**src/pll_clock_defines.vh**
```
/*
  Constants for the loop clock source and start-up block: register
  offsets, field positions, reset values, fuse codes and timing counts.
  Assumes inclusion by bare name from each design file that needs it.
*/
`ifndef PLL_CLOCK_DEFINES_VH
`define PLL_CLOCK_DEFINES_VH

// ----------------------------------------------------------------
// Register byte offsets
// ----------------------------------------------------------------
`define OFS_LOOP_CTRL      4'h0
`define OFS_OSC_TRIM       4'h4
`define OFS_CLK_STATUS     4'h8

// ----------------------------------------------------------------
// Loop control/status fields
// ----------------------------------------------------------------
`define BIT_LOOP_ENABLE    0
`define BIT_LOW_SPEED      1
`define BIT_LOOP_LOCK      2
`define BIT_TIMER_FAST     3
`define BIT_TIMER_PRESC    4

// ----------------------------------------------------------------
// Status register fields
// ----------------------------------------------------------------
`define BIT_CPU_RUN        0
`define BIT_SATURATED      1
`define BIT_COMPAT         2
`define BIT_LOOP_ON        3
`define FLD_FUSES_LO       4
`define FLD_FUSES_HI       7
`define FLD_SUT_LO         8
`define FLD_SUT_HI         9

// ----------------------------------------------------------------
// Reset values
// ----------------------------------------------------------------
`define TRIM_RESET         8'h80
`define TRIM_NOMINAL       8'h80

// ----------------------------------------------------------------
// Clock source fuse codes
// ----------------------------------------------------------------
`define SRC_EXTERNAL       4'h0
`define SRC_LOOP           4'h1
`define SRC_RC             4'h2
`define SRC_RC_COMPAT      4'h3
`define SRC_LOW_POWER      4'h4
`define SRC_RES_A          4'h5
`define SRC_LF_XTAL        4'h6
`define SRC_RES_B          4'h7

// Decoded system clock source
`define SYS_EXTERNAL       3'h0
`define SYS_LOOP           3'h1
`define SYS_RC             3'h2
`define SYS_RC_COMPAT      3'h3
`define SYS_LOW_POWER      3'h4
`define SYS_LF_XTAL        3'h5
`define SYS_XTAL           3'h6
`define SYS_RESERVED       3'h7

// ----------------------------------------------------------------
// Start-up time fuse codes and cycle counts
// ----------------------------------------------------------------
`define SUT_00             2'h0
`define SUT_01             2'h1
`define SUT_10             2'h2
`define SUT_11             2'h3
`define WAKE_CK            14'd6
`define WAKE_CK_FAST       14'd1
`define RESET_CK           14'd14
`define WDT_SHORT          512
`define WDT_LONG           8192

// ----------------------------------------------------------------
// Loop rates in kHz and multipliers
// ----------------------------------------------------------------
`define RC_NOMINAL_KHZ     17'd8000
`define RC_COMPAT_KHZ      17'd6400
`define LOOP_MULT_NORMAL   4'd8
`define LOOP_MULT_COMPAT   4'd4
`define FAST_CLK_MAX_KHZ   17'd85000

// ----------------------------------------------------------------
// Lock settle time
// ----------------------------------------------------------------
`define CLK_MHZ            10
`define LOCK_TIME_US       100
`define LOCK_CYCLES        (`LOCK_TIME_US * `CLK_MHZ)

`endif

```
**src/pll_clock_source_startup.v**
```verilog
/*
  Clock source selection, multiplying loop control and start-up
  sequencing, with software access over an AXI4-Lite slave.
  Assumes all inputs synchronous to core_clk; oscillators are modelled
  by tick inputs and rate outputs, not by real clocks.
*/
// Register access over AXI4-Lite and the placing of the registers were decided locally.

`timescale 1ns/10ps
`default_nettype none
`include "pll_clock_defines.vh"

module pll_clock_source_startup #(
  parameter       WDT_LONG_CYCLES = `WDT_LONG,
  parameter       LOCK_CYCLES     = `LOCK_CYCLES,
  parameter [7:0] TRIM_RESET      = `TRIM_RESET,
  parameter [7:0] TRIM_NOMINAL    = `TRIM_NOMINAL
) (
  // Clock and reset
  input  wire             core_clk,
  input  wire             rst_b,
  // AXI4-Lite write address
  input  wire [3:0]       s_axi_awaddr,
  input  wire             s_axi_awvalid,
  output wire             s_axi_awready,
  // AXI4-Lite write data
  input  wire [31:0]      s_axi_wdata,
  input  wire [3:0]       s_axi_wstrb,
  input  wire             s_axi_wvalid,
  output wire             s_axi_wready,
  // AXI4-Lite write response
  output reg  [1:0]       s_axi_bresp,
  output reg              s_axi_bvalid,
  input  wire             s_axi_bready,
  // AXI4-Lite read address
  input  wire [3:0]       s_axi_araddr,
  input  wire             s_axi_arvalid,
  output wire             s_axi_arready,
  // AXI4-Lite read data
  output reg  [31:0]      s_axi_rdata,
  output reg  [1:0]       s_axi_rresp,
  output reg              s_axi_rvalid,
  input  wire             s_axi_rready,
  // Fuses
  input  wire [3:0]       clk_source_fuses,
  input  wire [1:0]       startup_time_fuses,
  // Time bases and power control
  input  wire             srcTick,
  input  wire             wdtTick,
  input  wire             deepSleepReq,
  input  wire             wakeEvent,
  // Oscillator and loop settings
  output reg              rcOscOn,
  output reg              loopOn,
  output reg  [3:0]       loopMult,
  output reg              loopSrcHalf,
  output reg  [16:0]      rcRateKhz,
  output reg  [16:0]      fastPeriphKhz,
  output reg              loopSaturated,
  // Clock routing
  output reg  [2:0]       sysClkSel,
  output reg              sysClkDiv4,
  output reg              timerFastClk,
  output reg              timerPrescaled,
  // Status
  output wire             loopLocked,
  output wire             cpuRun
);

  // ----------------------------------------------------------------
  // Software registers
  // ----------------------------------------------------------------
  reg        loopEnable_reg;     // Software loop enable
  reg        lowSpeed_reg;       // Low speed select
  reg        timerFast_reg;      // Timer takes fast clock
  reg        timerPresc_reg;     // Timer takes prescaled fast clock
  reg [7:0]  oscTrim_reg;        // RC oscillator trim
  // Reset leaves the loop to the fuses

  // ----------------------------------------------------------------
  // Fuse decode
  // ----------------------------------------------------------------
  // Fuse codes that force the loop on
  wire fuseLoop   = (clk_source_fuses == `SRC_LOOP);
  wire fuseCompat = (clk_source_fuses == `SRC_RC_COMPAT);
  wire inDeepSleep;

  // Map four fuse bits onto a source; the upper half is crystal
  always @* begin
    case (clk_source_fuses)
      `SRC_EXTERNAL:  sysClkSel = `SYS_EXTERNAL;
      `SRC_LOOP:      sysClkSel = `SYS_LOOP;
      `SRC_RC:        sysClkSel = `SYS_RC;
      `SRC_RC_COMPAT: sysClkSel = `SYS_RC_COMPAT;
      `SRC_LOW_POWER: sysClkSel = `SYS_LOW_POWER;
      `SRC_LF_XTAL:   sysClkSel = `SYS_LF_XTAL;
      `SRC_RES_A, `SRC_RES_B: sysClkSel = `SYS_RESERVED;
      // Upper half of the codes: crystal
      default:        sysClkSel = `SYS_XTAL;
    endcase
  end

  // ----------------------------------------------------------------
  // Loop and oscillator control
  // ----------------------------------------------------------------
  // Loop runs from fuses alone so a loop-clocked part always starts
  always @* begin
    loopOn  = (loopEnable_reg || fuseLoop || fuseCompat)
              && !inDeepSleep;
    rcOscOn = !inDeepSleep;
    // Legacy mode fixes rate and factor
    loopMult    = fuseCompat ? `LOOP_MULT_COMPAT
                             : `LOOP_MULT_NORMAL;
    // Low speed ignored in legacy mode
    loopSrcHalf = lowSpeed_reg && !fuseCompat;
    rcRateKhz   = fuseCompat ? `RC_COMPAT_KHZ
                             : `RC_NOMINAL_KHZ;
  end

  // Over-range trim pins the fast clock at its ceiling
  always @* begin
    loopSaturated = loopOn && (oscTrim_reg > TRIM_NOMINAL);
    // Saturation wins: lock is lost
    if (!loopOn)
      fastPeriphKhz = 17'h00000;
    else if (loopSaturated)
      fastPeriphKhz = `FAST_CLK_MAX_KHZ;
    else if (fuseCompat)
      fastPeriphKhz = 17'd25600;
    else if (loopSrcHalf)
      fastPeriphKhz = 17'd32000;
    else
      fastPeriphKhz = 17'd64000;
  end

  // System clock divided by four for loop and compatibility sources
  always @* begin
    sysClkDiv4     = fuseLoop
                     || fuseCompat;
    // Timer routes only while loop runs
    timerFastClk   = timerFast_reg && loopOn;
    timerPrescaled = timerPresc_reg && loopOn;
  end

  // ----------------------------------------------------------------
  // Lock detection and start-up sequencing
  // ----------------------------------------------------------------
  // Lock restarts on drop or saturation
  loop_lock_detect #(
    .LOCK_CYCLES (LOCK_CYCLES),
    .CNT_W       (11)
  ) u_lock (
    .core_clk  (core_clk),
    .rst_b     (rst_b),
    .loopOn    (loopOn),
    .saturated (loopSaturated),
    .lockFlag  (loopLocked)
  );

  // Source ticks are taken as steady; the far side
  // keeps the external clock within its slew limit
  startup_sequencer #(
    .WDT_SHORT_CYCLES (`WDT_SHORT),
    .WDT_LONG_CYCLES  (WDT_LONG_CYCLES)
  ) u_seq (
    .core_clk         (core_clk),
    .rst_b            (rst_b),
    .srcTick          (srcTick),
    .wdtTick          (wdtTick),
    .clkSourceFuses   (clk_source_fuses),
    .startupTimeFuses (startup_time_fuses),
    .deepSleepReq     (deepSleepReq),
    .wakeEvent        (wakeEvent),
    .cpuRun           (cpuRun),
    .inDeepSleep      (inDeepSleep)
  );

  // ----------------------------------------------------------------
  // AXI4-Lite write path
  // ----------------------------------------------------------------
  reg        awHeld_reg;         // Address taken, awaiting data
  reg        wHeld_reg;          // Data taken, awaiting address
  reg [3:0]  awAddr_reg;         // Latched write address
  reg [31:0] wData_reg;          // Latched write data
  reg [3:0]  wStrb_reg;          // Latched byte strobes

  // Each channel stalls only while its own item is held or answered
  assign s_axi_awready = !awHeld_reg && !s_axi_bvalid;
  assign s_axi_wready  = !wHeld_reg && !s_axi_bvalid;

  // A held item waits for its partner
  wire        awTake = s_axi_awvalid && s_axi_awready;
  wire        wTake  = s_axi_wvalid && s_axi_wready;
  wire        awHave = awHeld_reg || awTake;
  wire        wHave  = wHeld_reg || wTake;
  wire        doWrite = awHave && wHave;
  // Held copies win over the bus
  wire [3:0]  wrAddr = awHeld_reg ? awAddr_reg : s_axi_awaddr;
  wire [31:0] wrData = wHeld_reg ? wData_reg : s_axi_wdata;
  wire [3:0]  wrStrb = wHeld_reg ? wStrb_reg : s_axi_wstrb;
  wire        wrLow  = wrStrb[0];
  wire        wrCtrl = doWrite && wrLow && (wrAddr == `OFS_LOOP_CTRL);
  wire        wrTrim = doWrite && wrLow && (wrAddr == `OFS_OSC_TRIM);
  wire        wrMapped = (wrAddr == `OFS_LOOP_CTRL) || (wrAddr == `OFS_OSC_TRIM)
                         || (wrAddr == `OFS_CLK_STATUS);

  // Handshake bookkeeping and response
  always @(posedge core_clk or negedge rst_b) begin
    if (!rst_b) begin
      awHeld_reg   <= 1'b0;
      wHeld_reg    <= 1'b0;
      awAddr_reg   <= 4'h0;
      wData_reg    <= 32'h00000000;
      wStrb_reg    <= 4'h0;
      s_axi_bvalid <= 1'b0;
      s_axi_bresp  <= 2'h0;
    end else begin
      // Latch whichever half arrives first
      if (awTake) begin
        awAddr_reg <= s_axi_awaddr;
      end
      if (wTake) begin
        wData_reg <= s_axi_wdata;
        wStrb_reg <= s_axi_wstrb;
      end
      // Both halves present: commit
      if (doWrite) begin
        awHeld_reg   <= 1'b0;
        wHeld_reg    <= 1'b0;
        s_axi_bvalid <= 1'b1;
        s_axi_bresp  <= wrMapped ? 2'h0 : 2'h2;   // Slave error if unmapped
      end else begin
        awHeld_reg <= awHave;
        wHeld_reg  <= wHave;
        // Response stands until taken
        if (s_axi_bready)
          s_axi_bvalid <= 1'b0;
      end
    end
  end

  // Register updates; writes to the status word are ignored
  always @(posedge core_clk or negedge rst_b) begin
    if (!rst_b) begin
      loopEnable_reg <= 1'b0;
      lowSpeed_reg   <= 1'b0;
      timerFast_reg  <= 1'b0;
      timerPresc_reg <= 1'b0;
      oscTrim_reg    <= TRIM_RESET;
    end else begin
      // Only byte lane zero holds bits
      if (wrCtrl) begin
        loopEnable_reg <= wrData[`BIT_LOOP_ENABLE];
        timerFast_reg  <= wrData[`BIT_TIMER_FAST];
        timerPresc_reg <= wrData[`BIT_TIMER_PRESC];
        // Setting is refused while the loop clocks the system
        if (!wrData[`BIT_LOW_SPEED])
          lowSpeed_reg <= 1'b0;
        else if (!fuseLoop && !fuseCompat)
          lowSpeed_reg <= 1'b1;
      end
      // Any trim value is accepted
      if (wrTrim)
        oscTrim_reg <= wrData[7:0];
    end
  end

  // ----------------------------------------------------------------
  // AXI4-Lite read path
  // ----------------------------------------------------------------
  reg [31:0] rdWord;             // Word at the requested offset
  reg        rdHit;              // Offset is mapped

  // One read in flight; a new address waits for the data to drain
  assign s_axi_arready = !s_axi_rvalid;

  // Read multiplexer
  always @* begin
    rdWord = 32'h00000000;
    rdHit  = 1'b1;
    case (s_axi_araddr)
      `OFS_LOOP_CTRL: begin
        rdWord[`BIT_LOOP_ENABLE] = loopEnable_reg;
        rdWord[`BIT_LOW_SPEED]   = lowSpeed_reg;
        rdWord[`BIT_LOOP_LOCK]   = loopLocked;
        rdWord[`BIT_TIMER_FAST]  = timerFast_reg;
        rdWord[`BIT_TIMER_PRESC] = timerPresc_reg;
      end
      `OFS_OSC_TRIM: begin
        rdWord[7:0] = oscTrim_reg;
      end
      // Status mirrors fuses and state
      `OFS_CLK_STATUS: begin
        rdWord[`BIT_CPU_RUN]   = cpuRun;
        rdWord[`BIT_SATURATED] = loopSaturated;
        rdWord[`BIT_COMPAT]    = fuseCompat;
        rdWord[`BIT_LOOP_ON]   = loopOn;
        rdWord[`FLD_FUSES_HI:`FLD_FUSES_LO] = clk_source_fuses;
        rdWord[`FLD_SUT_HI:`FLD_SUT_LO]     = startup_time_fuses;
      end
      default: begin
        // Unmapped: zero and slave error
        rdHit = 1'b0;
      end
    endcase
  end

  // Read data register
  always @(posedge core_clk or negedge rst_b) begin
    if (!rst_b) begin
      s_axi_rvalid <= 1'b0;
      s_axi_rdata  <= 32'h00000000;
      s_axi_rresp  <= 2'h0;
    end else if (s_axi_arvalid && s_axi_arready) begin
      // Answer the cycle after accept
      s_axi_rvalid <= 1'b1;
      s_axi_rdata  <= rdWord;
      s_axi_rresp  <= rdHit ? 2'h0 : 2'h2;
    end else if (s_axi_rready) begin
      // Data drains on the ready edge
      s_axi_rvalid <= 1'b0;
    end
  end

endmodule
`default_nettype wire

```
**src/loop_lock_detect.v**
```verilog
/*
  Lock detector for the clock multiplying loop: counts settle cycles
  after enable and raises the lock flag once the loop has stabilised.
  Assumes one clock and an active-low asynchronous reset.
*/
`timescale 1ns/10ps
`default_nettype none
`include "pll_clock_defines.vh"

module loop_lock_detect #(
  parameter LOCK_CYCLES = `LOCK_CYCLES,
  parameter CNT_W       = 11
) (
  // Clock and reset
  input  wire             core_clk,
  input  wire             rst_b,
  // Loop state
  input  wire             loopOn,
  input  wire             saturated,
  // Lock result
  output reg              lockFlag
);

  // ----------------------------------------------------------------
  // Settle counter
  // ----------------------------------------------------------------
  reg [CNT_W-1:0] settle_reg;     // Cycles since loop came up
  localparam integer     LOCK_LAST_INT = LOCK_CYCLES - 1;
  localparam [CNT_W-1:0] LOCK_LAST     = LOCK_LAST_INT[CNT_W-1:0];

  // Restart on any loss of enable or any over-range trim
  always @(posedge core_clk or negedge rst_b) begin
    if (!rst_b) begin
      settle_reg <= {CNT_W{1'b0}};
      lockFlag   <= 1'b0;
    end else if (!loopOn || saturated) begin
      settle_reg <= {CNT_W{1'b0}};
      lockFlag   <= 1'b0;
    end else if (settle_reg == LOCK_LAST) begin
      lockFlag   <= 1'b1;
    end else begin
      settle_reg <= settle_reg + {{(CNT_W-1){1'b0}}, 1'b1};
    end
  end

endmodule
`default_nettype wire

```
**src/startup_sequencer.v**
```verilog
/*
  Start-up sequencer: holds instruction execution after reset and after
  wake from deep sleep until the fuse-selected delay has been counted.
  Assumes srcTick pulses once per selected source cycle and wdtTick
  once per watchdog oscillator cycle, both synchronous to core_clk.
*/
`timescale 1ns/10ps
`default_nettype none
`include "pll_clock_defines.vh"

module startup_sequencer #(
  parameter WDT_SHORT_CYCLES = `WDT_SHORT,
  parameter WDT_LONG_CYCLES  = `WDT_LONG
) (
  // Clock and reset
  input  wire             core_clk,
  input  wire             rst_b,
  // Time bases
  input  wire             srcTick,
  input  wire             wdtTick,
  // Fuses
  input  wire [3:0]       clkSourceFuses,
  input  wire [1:0]       startupTimeFuses,
  // Deep sleep control
  input  wire             deepSleepReq,
  input  wire             wakeEvent,
  // Status
  output reg              cpuRun,
  output wire             inDeepSleep
);

  // ----------------------------------------------------------------
  // States
  // ----------------------------------------------------------------
  localparam [2:0] ST_RST_CK  = 3'h0;  // Reset: source cycles
  localparam [2:0] ST_RST_WDT = 3'h1;  // Reset: watchdog cycles
  localparam [2:0] ST_RUN     = 3'h2;  // Executing
  localparam [2:0] ST_SLEEP   = 3'h3;  // Oscillators stopped
  localparam [2:0] ST_WAKE    = 3'h4;  // Wake: source cycles

  reg  [2:0]  state_reg;     // Current state
  reg  [2:0]  state_next;
  reg  [13:0] count_reg;     // Cycles still to wait
  reg  [13:0] count_next;
  reg  [13:0] wdtDelay;      // Reset delay chosen by fuses
  reg  [13:0] wakeDelay;     // Wake delay chosen by fuses
  wire        compat = (clkSourceFuses == `SRC_RC_COMPAT);

  assign inDeepSleep = (state_reg == ST_SLEEP);

  // ----------------------------------------------------------------
  // Delay selection
  // ----------------------------------------------------------------
  // Compatibility mode orders its codes differently; reserved code 11
  // of the other sources falls back to the long delay as safest.
  always @* begin
    wakeDelay = `WAKE_CK;
    if (compat && startupTimeFuses == `SUT_11)
      wakeDelay = `WAKE_CK_FAST;
    if (compat) begin
      case (startupTimeFuses)
        `SUT_00, `SUT_01: wdtDelay = WDT_LONG_CYCLES[13:0];
        `SUT_10:          wdtDelay = WDT_SHORT_CYCLES[13:0];
        default:          wdtDelay = 14'h0000;
      endcase
    end else begin
      case (startupTimeFuses)
        `SUT_00: wdtDelay = 14'h0000;
        `SUT_01: wdtDelay = WDT_SHORT_CYCLES[13:0];
        default: wdtDelay = WDT_LONG_CYCLES[13:0];
      endcase
    end
  end

  // ----------------------------------------------------------------
  // Next-state logic
  // ----------------------------------------------------------------
  always @* begin
    state_next = state_reg;
    count_next = count_reg;
    case (state_reg)
      ST_RST_CK: begin
        if (srcTick) begin
          if (count_reg == 14'h0001) begin
            state_next = (wdtDelay == 14'h0000) ? ST_RUN : ST_RST_WDT;
            count_next = wdtDelay;
          end else begin
            count_next = count_reg - 14'h0001;
          end
        end
      end
      ST_RST_WDT: begin
        // Real-time part timed on the watchdog oscillator
        if (wdtTick) begin
          if (count_reg == 14'h0001)
            state_next = ST_RUN;
          count_next = count_reg - 14'h0001;
        end
      end
      ST_RUN: begin
        if (deepSleepReq)
          state_next = ST_SLEEP;
      end
      ST_SLEEP: begin
        if (wakeEvent) begin
          state_next = ST_WAKE;
          count_next = wakeDelay;
        end
      end
      ST_WAKE: begin
        // Selected source times the wake-up
        if (srcTick) begin
          if (count_reg == 14'h0001)
            state_next = ST_RUN;
          count_next = count_reg - 14'h0001;
        end
      end
      default: begin
        state_next = ST_RST_CK;
        count_next = `RESET_CK;
      end
    endcase
  end

  // ----------------------------------------------------------------
  // State registers
  // ----------------------------------------------------------------
  always @(posedge core_clk or negedge rst_b) begin
    if (!rst_b) begin
      state_reg <= ST_RST_CK;
      count_reg <= `RESET_CK;
      cpuRun    <= 1'b0;
    end else begin
      state_reg <= state_next;
      count_reg <= count_next;
      cpuRun    <= (state_next == ST_RUN);
    end
  end

endmodule
`default_nettype wire

```
**config.mk**
```make
export PLATFORM = sky130hd
export DESIGN_NAME = pll_clock_source_startup
export DESIGN_NICKNAME = d
export VERILOG_FILES = /design/src/pll_clock_source_startup.v /design/src/loop_lock_detect.v /design/src/startup_sequencer.v
export VERILOG_INCLUDE_DIRS = /design/src /design/src/src
export SDC_FILE = /design/constraint.sdc
export NUM_CORES = 1
export LEC_CHECK = 0
export ABC_AREA = 1
export BUFFER_PORTS_ARGS = -buffer_cell sky130_fd_sc_hd__buf_2
export CORE_UTILIZATION = 56
export CTS_BUF_LIST = sky130_fd_sc_hd__clkbuf_8
export DETAILED_ROUTE_END_ITERATION = 12
export PLACE_DENSITY_LB_ADDON = 0.05
export RECOVER_POWER = 100
export SLEW_MARGIN = 20
export SYNTH_ARGS = -nofsm -noshare
export SYNTH_HDL_FRONTEND = slang
export SYNTH_SLANG_ARGS = --single-unit
export TNS_END_PERCENT = 1
```
**constraint.sdc**
```tcl
create_clock -name core_clk -period 2.65 [get_ports core_clk]
set_input_delay 0.3975 -clock core_clk [delete_from_list [all_inputs] [get_ports core_clk]]
set_output_delay 0.3975 -clock core_clk [all_outputs]
set_load 0.05 [all_outputs]
```
; ---- Yosys cells after proc, flatten, opt, wreduce, memory -nomap -nowiden
; Memories as Yosys holds them, arrays and structs flattened.
; Cells that the tools add are included.
[op_classes]
add_sub_neg = 2
n_lt_le_gt_ge = 1
eq_ne = 22
mux = 47
bitwise = 1
n_reduce_logical = 44
[op_table]
columns = op, n
row1 = $mux 14, 6
row2 = $pmux 14 s5, 1
row3 = $pmux 14 s2, 2
row4 = $mux 17, 2
row5 = $mux 11, 3
row6 = $mux 16, 2
row7 = $mux 3, 9
row8 = $logic_and 1x1->1, 16
row9 = $pmux 3 s5, 1
row10 = $pmux 5 s3, 1
row11 = $eq 14x1->1 const B, 1
row12 = $logic_not 14->1, 1
row13 = $sub 14x1->14 const B, 1
row14 = $mux 1, 12
row15 = $add 11x1->11 const B, 1
row16 = $eq 11x10->1 const B, 1
row17 = $eq 3x2->1 const B, 3
row18 = $eq 4x3->1 const B, 2
row19 = $eq 4x4->1 const B, 2
row20 = $gt 8x8->1 const B, 1
row21 = $logic_not 1->1, 8
row22 = $logic_not 4->1, 2
row23 = $logic_or 1x1->1, 8
row24 = $mux 2, 4
row25 = 19 further kinds, 27
[word_totals]
reg_bits = 73
rom_bits = 24
in_bits = 61
output_inout_bits = 91
elab_cells = 138
memories = 1
[memory_table]
columns = memory, words, word_bits, read_ports, rd_clocked_by_memory_dff, write_ports, line_no
row1 = (name not given), 8, 3, 1, 0, 0, pll_clock_source_startup.v:90  ; case (clk_source_fuses)

; ---- Logic depth before layout (Yosys ltp)
; Gate-level depths: netlist of the first run.
[depth]
word_depth = 10
ltp_mapped = 10
mapped_depth_nobuf = 10

; ---- Cells and area by module
; Synthesis of the first run repeated with hierarchy kept, for this count alone.
[hier_totals]
cells_unflattened = 621
area_unflattened_um2 = 4578.1
[by_module_without_submodules]
columns = mod, instances, cells_each, area_per_inst_um2
row1 = pll_clock_source_startup, 1, 336, 2566.2
row2 = startup_sequencer, 1, 196, 1357.6
row3 = loop_lock_detect, 1, 89, 654.4

; ---- Worst setup path after synthesis of the first run
; No wires, ideal clock.
[synth_path]
path_kind = input-to-output
start = input clk_source_fuses[3]
end = output fastPeriphKhz[15]
arrival_ns = 2.276
setup_slack_ns = -0.024
stages = 9
path_buffers = 2
path_cell_list = nor2_4 > nand2_2 > a21oi_4 > nand2_2 > buf_6 > nor2_4 > nand2_1 > inv_1 > buf_4
[synth_between]
elab_chain_len = 7
word_cells_on_any_way = 12
cone_classes = eq/ne (2) / mux (4) / reduce/logical (6)
[synth_rtl]
columns = item, line_no
row1 = start: declaration, pll_clock_source_startup.v:45  ; input wire [3:0] clk_source_fuses,
row2 = $eq 4x1->1 (no line), -
row3 = $logic_or 1x1->1, pll_clock_source_startup.v:108  ; loopOn = (loopEnable_reg || fuseLoop || fuseCompat)
row4 = $logic_or 1x1->1 *, pll_clock_source_startup.v:108
row5 = $logic_and 1x1->1 *, pll_clock_source_startup.v:109  ; && !inDeepSleep;
row6 = named net loopOn, pll_clock_source_startup.v:54  ; output reg loopOn,
row7 = $logic_and 1x1->1, pll_clock_source_startup.v:122  ; loopSaturated = loopOn && (oscTrim_reg > TRIM_NOMINAL);
row8 = $mux 17, pll_clock_source_startup.v:126  ; else if (loopSaturated)
row9 = $mux 17 *, pll_clock_source_startup.v:124  ; if (!loopOn)
row10 = end: declaration, pll_clock_source_startup.v:58  ; output reg [16:0] fastPeriphKhz,
; The timed path passes the listed nets; every way through them passes the cells marked *.

; ---- Worst setup path after layout of the first run
[layout_path]
start = register u_seq.state_reg[2]
end = output fastPeriphKhz[15]
[layout_between]
elab_chain_len = 6
[layout_rtl]
columns = item, line_no
row1 = start: declaration, startup_sequencer.v:41  ; reg [2:0] state_reg;
row2 = start signal: assignment, startup_sequencer.v:134  ; state_reg <= state_next;
row3 = $eq 3x2->1 *, startup_sequencer.v:49  ; assign inDeepSleep = (state_reg == ST_SLEEP);
row4 = $logic_not 1->1 *, pll_clock_source_startup.v:109
row5 = $logic_and 1x1->1 *, pll_clock_source_startup.v:109
row6 = $logic_and 1x1->1, pll_clock_source_startup.v:122
row7 = $mux 17, pll_clock_source_startup.v:126
row8 = $mux 17 *, pll_clock_source_startup.v:124
; Mark *: on every way between the ends. The rest lies on a longest branch, timed or not.

==> results of run 1 <==
-- worst register-to-register path, stage by stage, from the launching register on --
cell and delay [ns]:
sky130_fd_sc_hd__dfrtp_1 0.59, sky130_fd_sc_hd__nor2_1 0.23, sky130_fd_sc_hd__nand2_1 0.10, sky130_fd_sc_hd__nand2_1 0.10
sky130_fd_sc_hd__nand2_1 0.09, sky130_fd_sc_hd__nor2_1 0.55, sky130_fd_sc_hd__nand2_1 0.34, sky130_fd_sc_hd__nand2_1 0.14
sky130_fd_sc_hd__nand2_1 0.05
-- area by class of cell --
type                       instances  area (sq um)
clock buffer                      10           138
clock inverter                     6          30.0
fill                             710          2750
inverter                          70           267
multi-input combinational        406          1930
sequential                        71          1780
tap                               99           124
timing repair buffer              81           355
-- cell usage after synthesis --
master,number,area share [%]
sky130_fd_sc_hd__inv_2,5,0.43
sky130_fd_sc_hd__nand2_2,5,0.72
sky130_fd_sc_hd__xnor2_1,2,0.40
sky130_fd_sc_hd__o31ai_4,1,0.49
sky130_fd_sc_hd__mux2_2,1,0.26
sky130_fd_sc_hd__o21ai_0,34,3.9
sky130_fd_sc_hd__nand3_1,36,4.2
sky130_fd_sc_hd__nor2_2,7,1.0
sky130_fd_sc_hd__nor2_1,50,4.3
sky130_fd_sc_hd__ha_1,3,0.87
sky130_fd_sc_hd__nand2_4,6,1.6
sky130_fd_sc_hd__inv_1,65,5.6
sky130_fd_sc_hd__a21oi_4,1,0.37
sky130_fd_sc_hd__dfrtp_1,67,39
sky130_fd_sc_hd__nand3_2,1,0.23
sky130_fd_sc_hd__a21oi_1,18,2.1
sky130_fd_sc_hd__nor2_8,2,0.92
sky130_fd_sc_hd__nand2_1,133,12
sky130_fd_sc_hd__o211ai_1,2,0.35
sky130_fd_sc_hd__o21ai_2,2,0.40
sky130_fd_sc_hd__buf_4,57,9.9
sky130_fd_sc_hd__nor4_1,1,0.14
sky130_fd_sc_hd__dfstp_2,4,2.4
sky130_fd_sc_hd__nor3_1,7,0.81
sky130_fd_sc_hd__a31oi_1,4,0.58
sky130_fd_sc_hd__xor2_1,9,1.8
sky130_fd_sc_hd__buf_6,1,0.26
sky130_fd_sc_hd__conb_1,2,0.17
sky130_fd_sc_hd__a21oi_2,1,0.20
sky130_fd_sc_hd__nor2_4,6,1.6
sky130_fd_sc_hd__buf_2,1,0.12
sky130_fd_sc_hd__clkbuf_1,4,0.35
sky130_fd_sc_hd__nand4_1,6,0.87
sky130_fd_sc_hd__o21ai_1,15,1.7
sky130_fd_sc_hd__or2_2,2,0.29
sky130_fd_sc_hd__o22ai_1,4,0.58
-- power groups by stage --
stage                     logic, mW  clock network, mW  registers (mW)
after floorplan                2.17                  0            1.81
after global placement         2.62                  0            1.74
after detailed placement       2.69                  0            1.75
after CTS                      2.69              0.777            1.74
after global routing           2.82              0.818            1.78
final                          2.53              0.761            1.73
-- cells by family (layout without fill, tap and decap cells) --
| family | after synthesis | after routing | synth area share (%) |
|---|---|---|---|
| other cells | 2 | 47 | 0.173 |
| mux | 1 | 1 | 0.259 |
| flops | 71 | 71 | 41.1 |
| xor+xnor | 11 | 11 | 2.22 |
| compound gates | 82 | 82 | 10.7 |
| fa+ha+maj | 3 | 3 | 0.865 |
| simple gates | 262 | 262 | 28.1 |
| buf+inv | 133 | 167 | 16.6 |
-- layer usage --
metal	up-vias	GRT usage [%]	share of wire, %	routed length, um
met3	14	4.57	4.3	383
met4	0	7.93	1.7	151
met2	96	40.6	49	4350
li1	1838	-	-	-
met5	-	0	0	0
met1	1628	29.2	45	4080
-- through the flow --
stage          power, mW  cell area (sq um)
5_1_grt             5.42               4620
4_1_cts             5.21               4770
3_5_place_dp        4.44               4600
3_3_place_gp        4.37               4600
2_1_floorplan       3.98               4510
6_report            5.02               4620
-- worst min path at each step --
stage / end / cells after the start / from
final: s_axi_bvalid / 2 / s_axi_bready
after global routing: s_axi_bvalid / 2 / s_axi_bready
after CTS: u_lock.settle_reg[7] / 1 / rst_b
after detailed placement: u_lock.settle_reg[7] / 1 / rst_b
after global placement: u_lock.settle_reg[7] / 1 / rst_b
after floorplan: awAddr_reg[0] / 0 / rst_b
-- what timing repair did --
action,in CTS,in global routing
hold endpoints to repair,0,0
setup endpoints to repair,0,3
gates resized for setup,0,1
==> results.json, run 1 <==
{
  "worstPathArrival_ns": 2.06,
  "end_kind": "output pin",
  "number_of_hold_violations_in_the_final_report": 0,
  "dpl.cell_count": 727,
  "r2r.worst_path.cells": 8,
  "cts.sinks": 71,
  "io_pins": 152,
  "crit_path_frequent_cell": "sky130_fd_sc_hd__nand2_1",
  "placeableCoreArea_sq_um": 7370,
  "worst_path_largest_cell_delay_ns": 0.39,
  "clockBufferDepth": 2,
  "grt_setup_unrepaired": "false",
  "cp_cell_sequence": "inv_1 -> nand2_1 -> nor2_2 -> a21oi_4 -> nand2_2 -> nor2_4 -> nand2_1 -> clkinvlp_4 -> clkbuf_2",
  "timing.critical_path.from_type": "flip-flop",
  "ir_drop_uv": 552,
  "worstSetupEndpoint": "fastPeriphKhz[15]",
  "vias_in_the_first_global_route": 3448,
  "num-nets-final": 703,
  "path_depth": 9,
  "crit_path_max_fanout": 11,
  "status": "complete, no violations",
  "critPathBufInv": 3,
  "master_cell_of_the_clock_root_buffer": "sky130_fd_sc_hd__clkbuf_8",
  "instances_no_fill": 743,
  "crit_type": "reg2out",
  "timing.rr.start": "wHeld_reg",
  "die_height_um": 90.0,
  "grt_first_pass_wirelength_mm": 15.3,
  "setup-tns-final_ns": 0,
  "postcts_setup_bufs": 0,
  "antenna_left": 0,
  "timing.hold.ws_ns": 0.226,
  "die_area_sq_um": 8100,
  "fmax_ghz": 0.408,
  "p_leak_nw": 2.39,
  "largest_net_degree_at_the_start_of_global_routing": 32,
  "powerDensity_nw_per_um2": 1090,
  "final-setup-viol-count": 0,
  "timing.critical_path.slowest_stage_cell": "sky130_fd_sc_hd__dfrtp_1",
  "syn2layout_area_growth_pct": 6.49,
  "switching_share_pct": 52.0,
  "final.setup_skew_ns": 0.00678,
  "number_of_flip_flops_and_latches_in_the_synthesized_netlist": 71,
  "htreeDepth": 3,
  "antenna_found_initial": 0,
  "most_common_library_cell_in_the_layout_ignoring_fill_and_taps": "sky130_fd_sc_hd__nand2_1",
  "wl_per_cell_um": 12.1,
  "worstMarginPinSlew_ns": 1.19,
  "max_slew_margin_pct": 20.6,
  "ys.warnings.count": 0,
  "min_period_ns": 2.45,
  "syn_avg_cell_area_sq_um": 7.68,
  "sequentialPowerShare_pct": 34.5,
  "power.net_switching_mw": 2.61,
  "critical_path.reg2reg.endpoint": "oscTrim_reg[6]",
  "count_of_antenna_diodes_in_the_layout": 0,
  "die_w_um": 90.0,
  "initial_utilization_pct": 58.9,
  "cts_made_buffers": 9,
  "grt.overflow.total": 0,
  "clk_transition_reported_paths_ns": 0.07,
  "drt_iter0_markers": 196,
  "share_clk_of_total_power_pct": 15.2,
  "synth_cell_types": 36,
  "drive_gt1_share_pct": 13.2,
  "dr_vias": 3576,
  "placer_congestion_estimate": 0.801,
  "first_pass_iters": 4,
  "placement.io_buffers": 77,
  "hpwl_mm": 6.88,
  "via_per_inst": 4.81,
  "number_of_flip_flops_under_the_largest_register_name": 14,
  "layout_common_cells": "sky130_fd_sc_hd__nand2_1 (138), sky130_fd_sc_hd__inv_1 (68), sky130_fd_sc_hd__dfrtp_1 (67)",
  "cts_tree": "built",
  "startpoint": "u_seq.state_reg[2]",
  "worstHoldPathType": "in2reg",
  "detailedPlace.worstSlack_ns": 0.404,
  "ys_seq_area_share_pct": 41.1,
  "route.detailed.drc": 0,
  "cellInternalPower_mw": 2.41,
  "postLayoutSetupSlackWorst_ns": 0.197,
  "row_count": 31,
  "setup.reg_to_reg.worst_slack_ns": 0.35,
  "clock_latency_ns": 0.35,
  "timing.critical_path.required_ns": 2.25,
  "syn_inst": 565,
  "route.final.wire_length_mm": 8.96,
  "maxSlewViolCount": 0,
  "postCtsHoldBufs": 0,
  "groute.usage.overall_pct": 23.4,
  "finalCoreUtilization_pct": 62.7,
  "max_cap_viol_count": 0,
  "fin_crit_sh_pct": 92.6,
  "timing.critical_path.max_delay_family": "simple AND/OR/NAND/NOR gates",
  "syn-cell-area_sq_um": 4340,
  "comb_power_share_pct": 50.4
}
No activity file was read; power rests on OpenSTA's default activity.
==> inputs of run 2 (changes only) <==
PLACE_DENSITY_LB_ADDON = 0.12   (was 0.05)
==> run 2 against run 1 <==
  * Worst setup slack better by 0.047 ns
  * Via count increased by 1.8%
  * Global-route usage is 0.34 points lower
  * Flip-flop and latch count is the same
  * Clock skew grew 0.0029 ns
  * Largest cell class unchanged
  * Die area is the same
  * Highest routed layer unchanged
  * Cell count is the same
  * Critical path type unchanged
==> results.json, run 2 (same netlist as run 1, synthesis figures left out) <==
{
  "via_per_inst": 4.90,
  "groute.usage.overall_pct": 23.1,
  "regArea_sq_um": 1780,
  "number_of_hold_violations_in_the_final_report": 0,
  "cts_tree": "built",
  "first_pass_iters": 4,
  "final.setup_skew_ns": 0.00963,
  "critPathBufInv": 2,
  "row_count": 31,
  "die_area_sq_um": 8100,
  "grt_first_pass_wirelength_mm": 15.3,
  "crit_type": "reg2out",
  "clockBufferDepth": 2,
  "antenna_found_initial": 0,
  "fin_crit_sh_pct": 90.8,
  "htreeDepth": 3,
  "timing.critical_path.from_type": "flip-flop",
  "min_period_ns": 2.41,
  "worstPathArrival_ns": 2.01,
  "vias_in_the_first_global_route": 3432,
  "ir_drop_uv": 499,
  "timing.critical_path.slowest_stage_cell": "sky130_fd_sc_hd__dfrtp_1",
  "number_of_flip_flops_under_the_largest_register_name": 14,
  "drive_gt1_share_pct": 13.4,
  "min_path_cells": 2,
  "r2r.worst_path.cells": 11,
  "worstHoldPathType": "in2reg",
  "placer_congestion_estimate": 0.843,
  "finalCoreUtilization_pct": 63.2,
  "cts_made_buffers": 9,
  "drt_iter0_markers": 217,
  "nFillCells": 731,
  "timing.hold.ws_ns": 0.217,
  "syn2layout_area_growth_pct": 7.30,
  "route.detailed.drc": 0,
  "largest_net_degree_at_the_start_of_global_routing": 28,
  "layout_common_cells": "sky130_fd_sc_hd__nand2_1 (137), sky130_fd_sc_hd__inv_1 (68), sky130_fd_sc_hd__dfrtp_1 (67)",
  "timing.critical_path.required_ns": 2.25,
  "cp_cell_sequence": "nor2_1 -> nand3_1 -> o21ai_2 -> nand2_2 -> nor2_4 -> nand2_1 -> clkinvlp_4 -> clkbuf_2",
  "clk_transition_reported_paths_ns": 0.08,
  "max_cap_viol_count": 0,
  "status": "complete, no violations",
  "final-setup-viol-count": 0,
  "path_depth": 8,
  "postCtsHoldBufs": 0,
  "fmax_ghz": 0.416,
  "die_height_um": 90.0,
  "grt_setup_unrepaired": "false",
  "wl_per_cell_um": 11.8,
  "max_slew_margin_pct": 16.9,
  "powerDensity_nw_per_um2": 1080,
  "maxSlewViolCount": 0,
  "multiInputGateArea_sq_um": 1950,
  "post_dp_cell_area_sq_um": 4590,
  "io_pins": 152,
  "worstMarginPinSlew_ns": 1.25,
  "grt.overflow.total": 0,
  "num-nets-final": 703,
  "dpl.cell_count": 727,
  "end_kind": "output pin",
  "worst_path_largest_cell_delay_ns": 0.40,
  "hpwl_mm": 6.74,
  "antenna_left": 0,
  "clock_latency_ns": 0.35,
  "cts.sinks": 71,
  "instances_no_fill": 743,
  "placement.io_buffers": 77,
  "die_w_um": 90.0,
  "count_of_antenna_diodes_in_the_layout": 0,
  "crit_path_max_fanout": 11,
  "setup.reg_to_reg.worst_slack_ns": 0.30,
  "fin_area_sq_um": 4660,
  "p_leak_nw": 2.44,
  "timing.critical_path.max_delay_family": "simple AND/OR/NAND/NOR gates",
  "most_common_library_cell_in_the_layout_ignoring_fill_and_taps": "sky130_fd_sc_hd__nand2_1",
  "dr_vias": 3642,
  "initial_utilization_pct": 58.9,
  "placeableCoreArea_sq_um": 7370,
  "master_cell_of_the_clock_root_buffer": "sky130_fd_sc_hd__clkbuf_8",
  "route.final.wire_length_mm": 8.80
}
[run 2: cell types whose count changed in the layout (fill, tap and decap cells not counted), sizes merged]
| cell | change |
|---|---|
| clkinv | -1 |
| clkbuf | +1 |
[run 2: final cells by class]
cell class / instances / area share, %
clock buffer: 11 / 3.25
clock inverter: 5 / 0.537
inverter: 70 / 5.72
multi-input combinational: 406 / 41.9
sequential: 71 / 38.3
tap: 99 / 2.66
timing repair buffer: 81 / 7.63
[run 2: per-layer routing]
metal	vias to the layer above	track usage, %	share of wire [%]
met3	15	4.31	5.0
met1	1676	28.9	45
met5	-	0	0
li1	1841	-	-
met4	0	8.33	1.8
met2	110	39.8	48
[run 2: repair_timing]
action,in CTS,in global routing
buffers inserted,0,0
endpoints found under the hold margin,0,0
gates resized for setup,0,1
setup endpoints to repair,0,3
[run 2: final timing paths]
check | startpoint | to
worst max-delay path | oscTrim_reg[6] | fastPeriphKhz[15]
worst min-delay path | s_axi_bready | s_axi_bvalid
worst max register to register | wHeld_reg | lowSpeed_reg
worst min register to register | s_axi_rdata[1] | s_axi_rdata[1]
max in group asynchronous | rst_b | awAddr_reg[1]
min in group asynchronous | rst_b | u_lock.settle_reg[7]
[run 2: power breakdown]
| part | switching (mW) | leakage, nW | internal (mW) |
|---|---|---|---|
| Sequential | 0.290 | 0.913 | 1.45 |
| Clock | 0.398 | 0.0977 | 0.381 |
| Combinational | 1.92 | 1.43 | 0.609 |
| Total | 2.61 | 2.44 | 2.44 |
[run 2: through the flow]
stage / TNS (ns) / setup slack, ns / power [mW]
after floorplan: -0.00376 / -0.00188 / 3.98
after global placement: 0 / 0.473 / 4.34
after detailed placement: 0 / 0.432 / 4.41
after CTS: 0 / 0.107 / 5.20
after global routing: 0 / 0.0416 / 5.41
final: 0 / 0.244 / 5.04
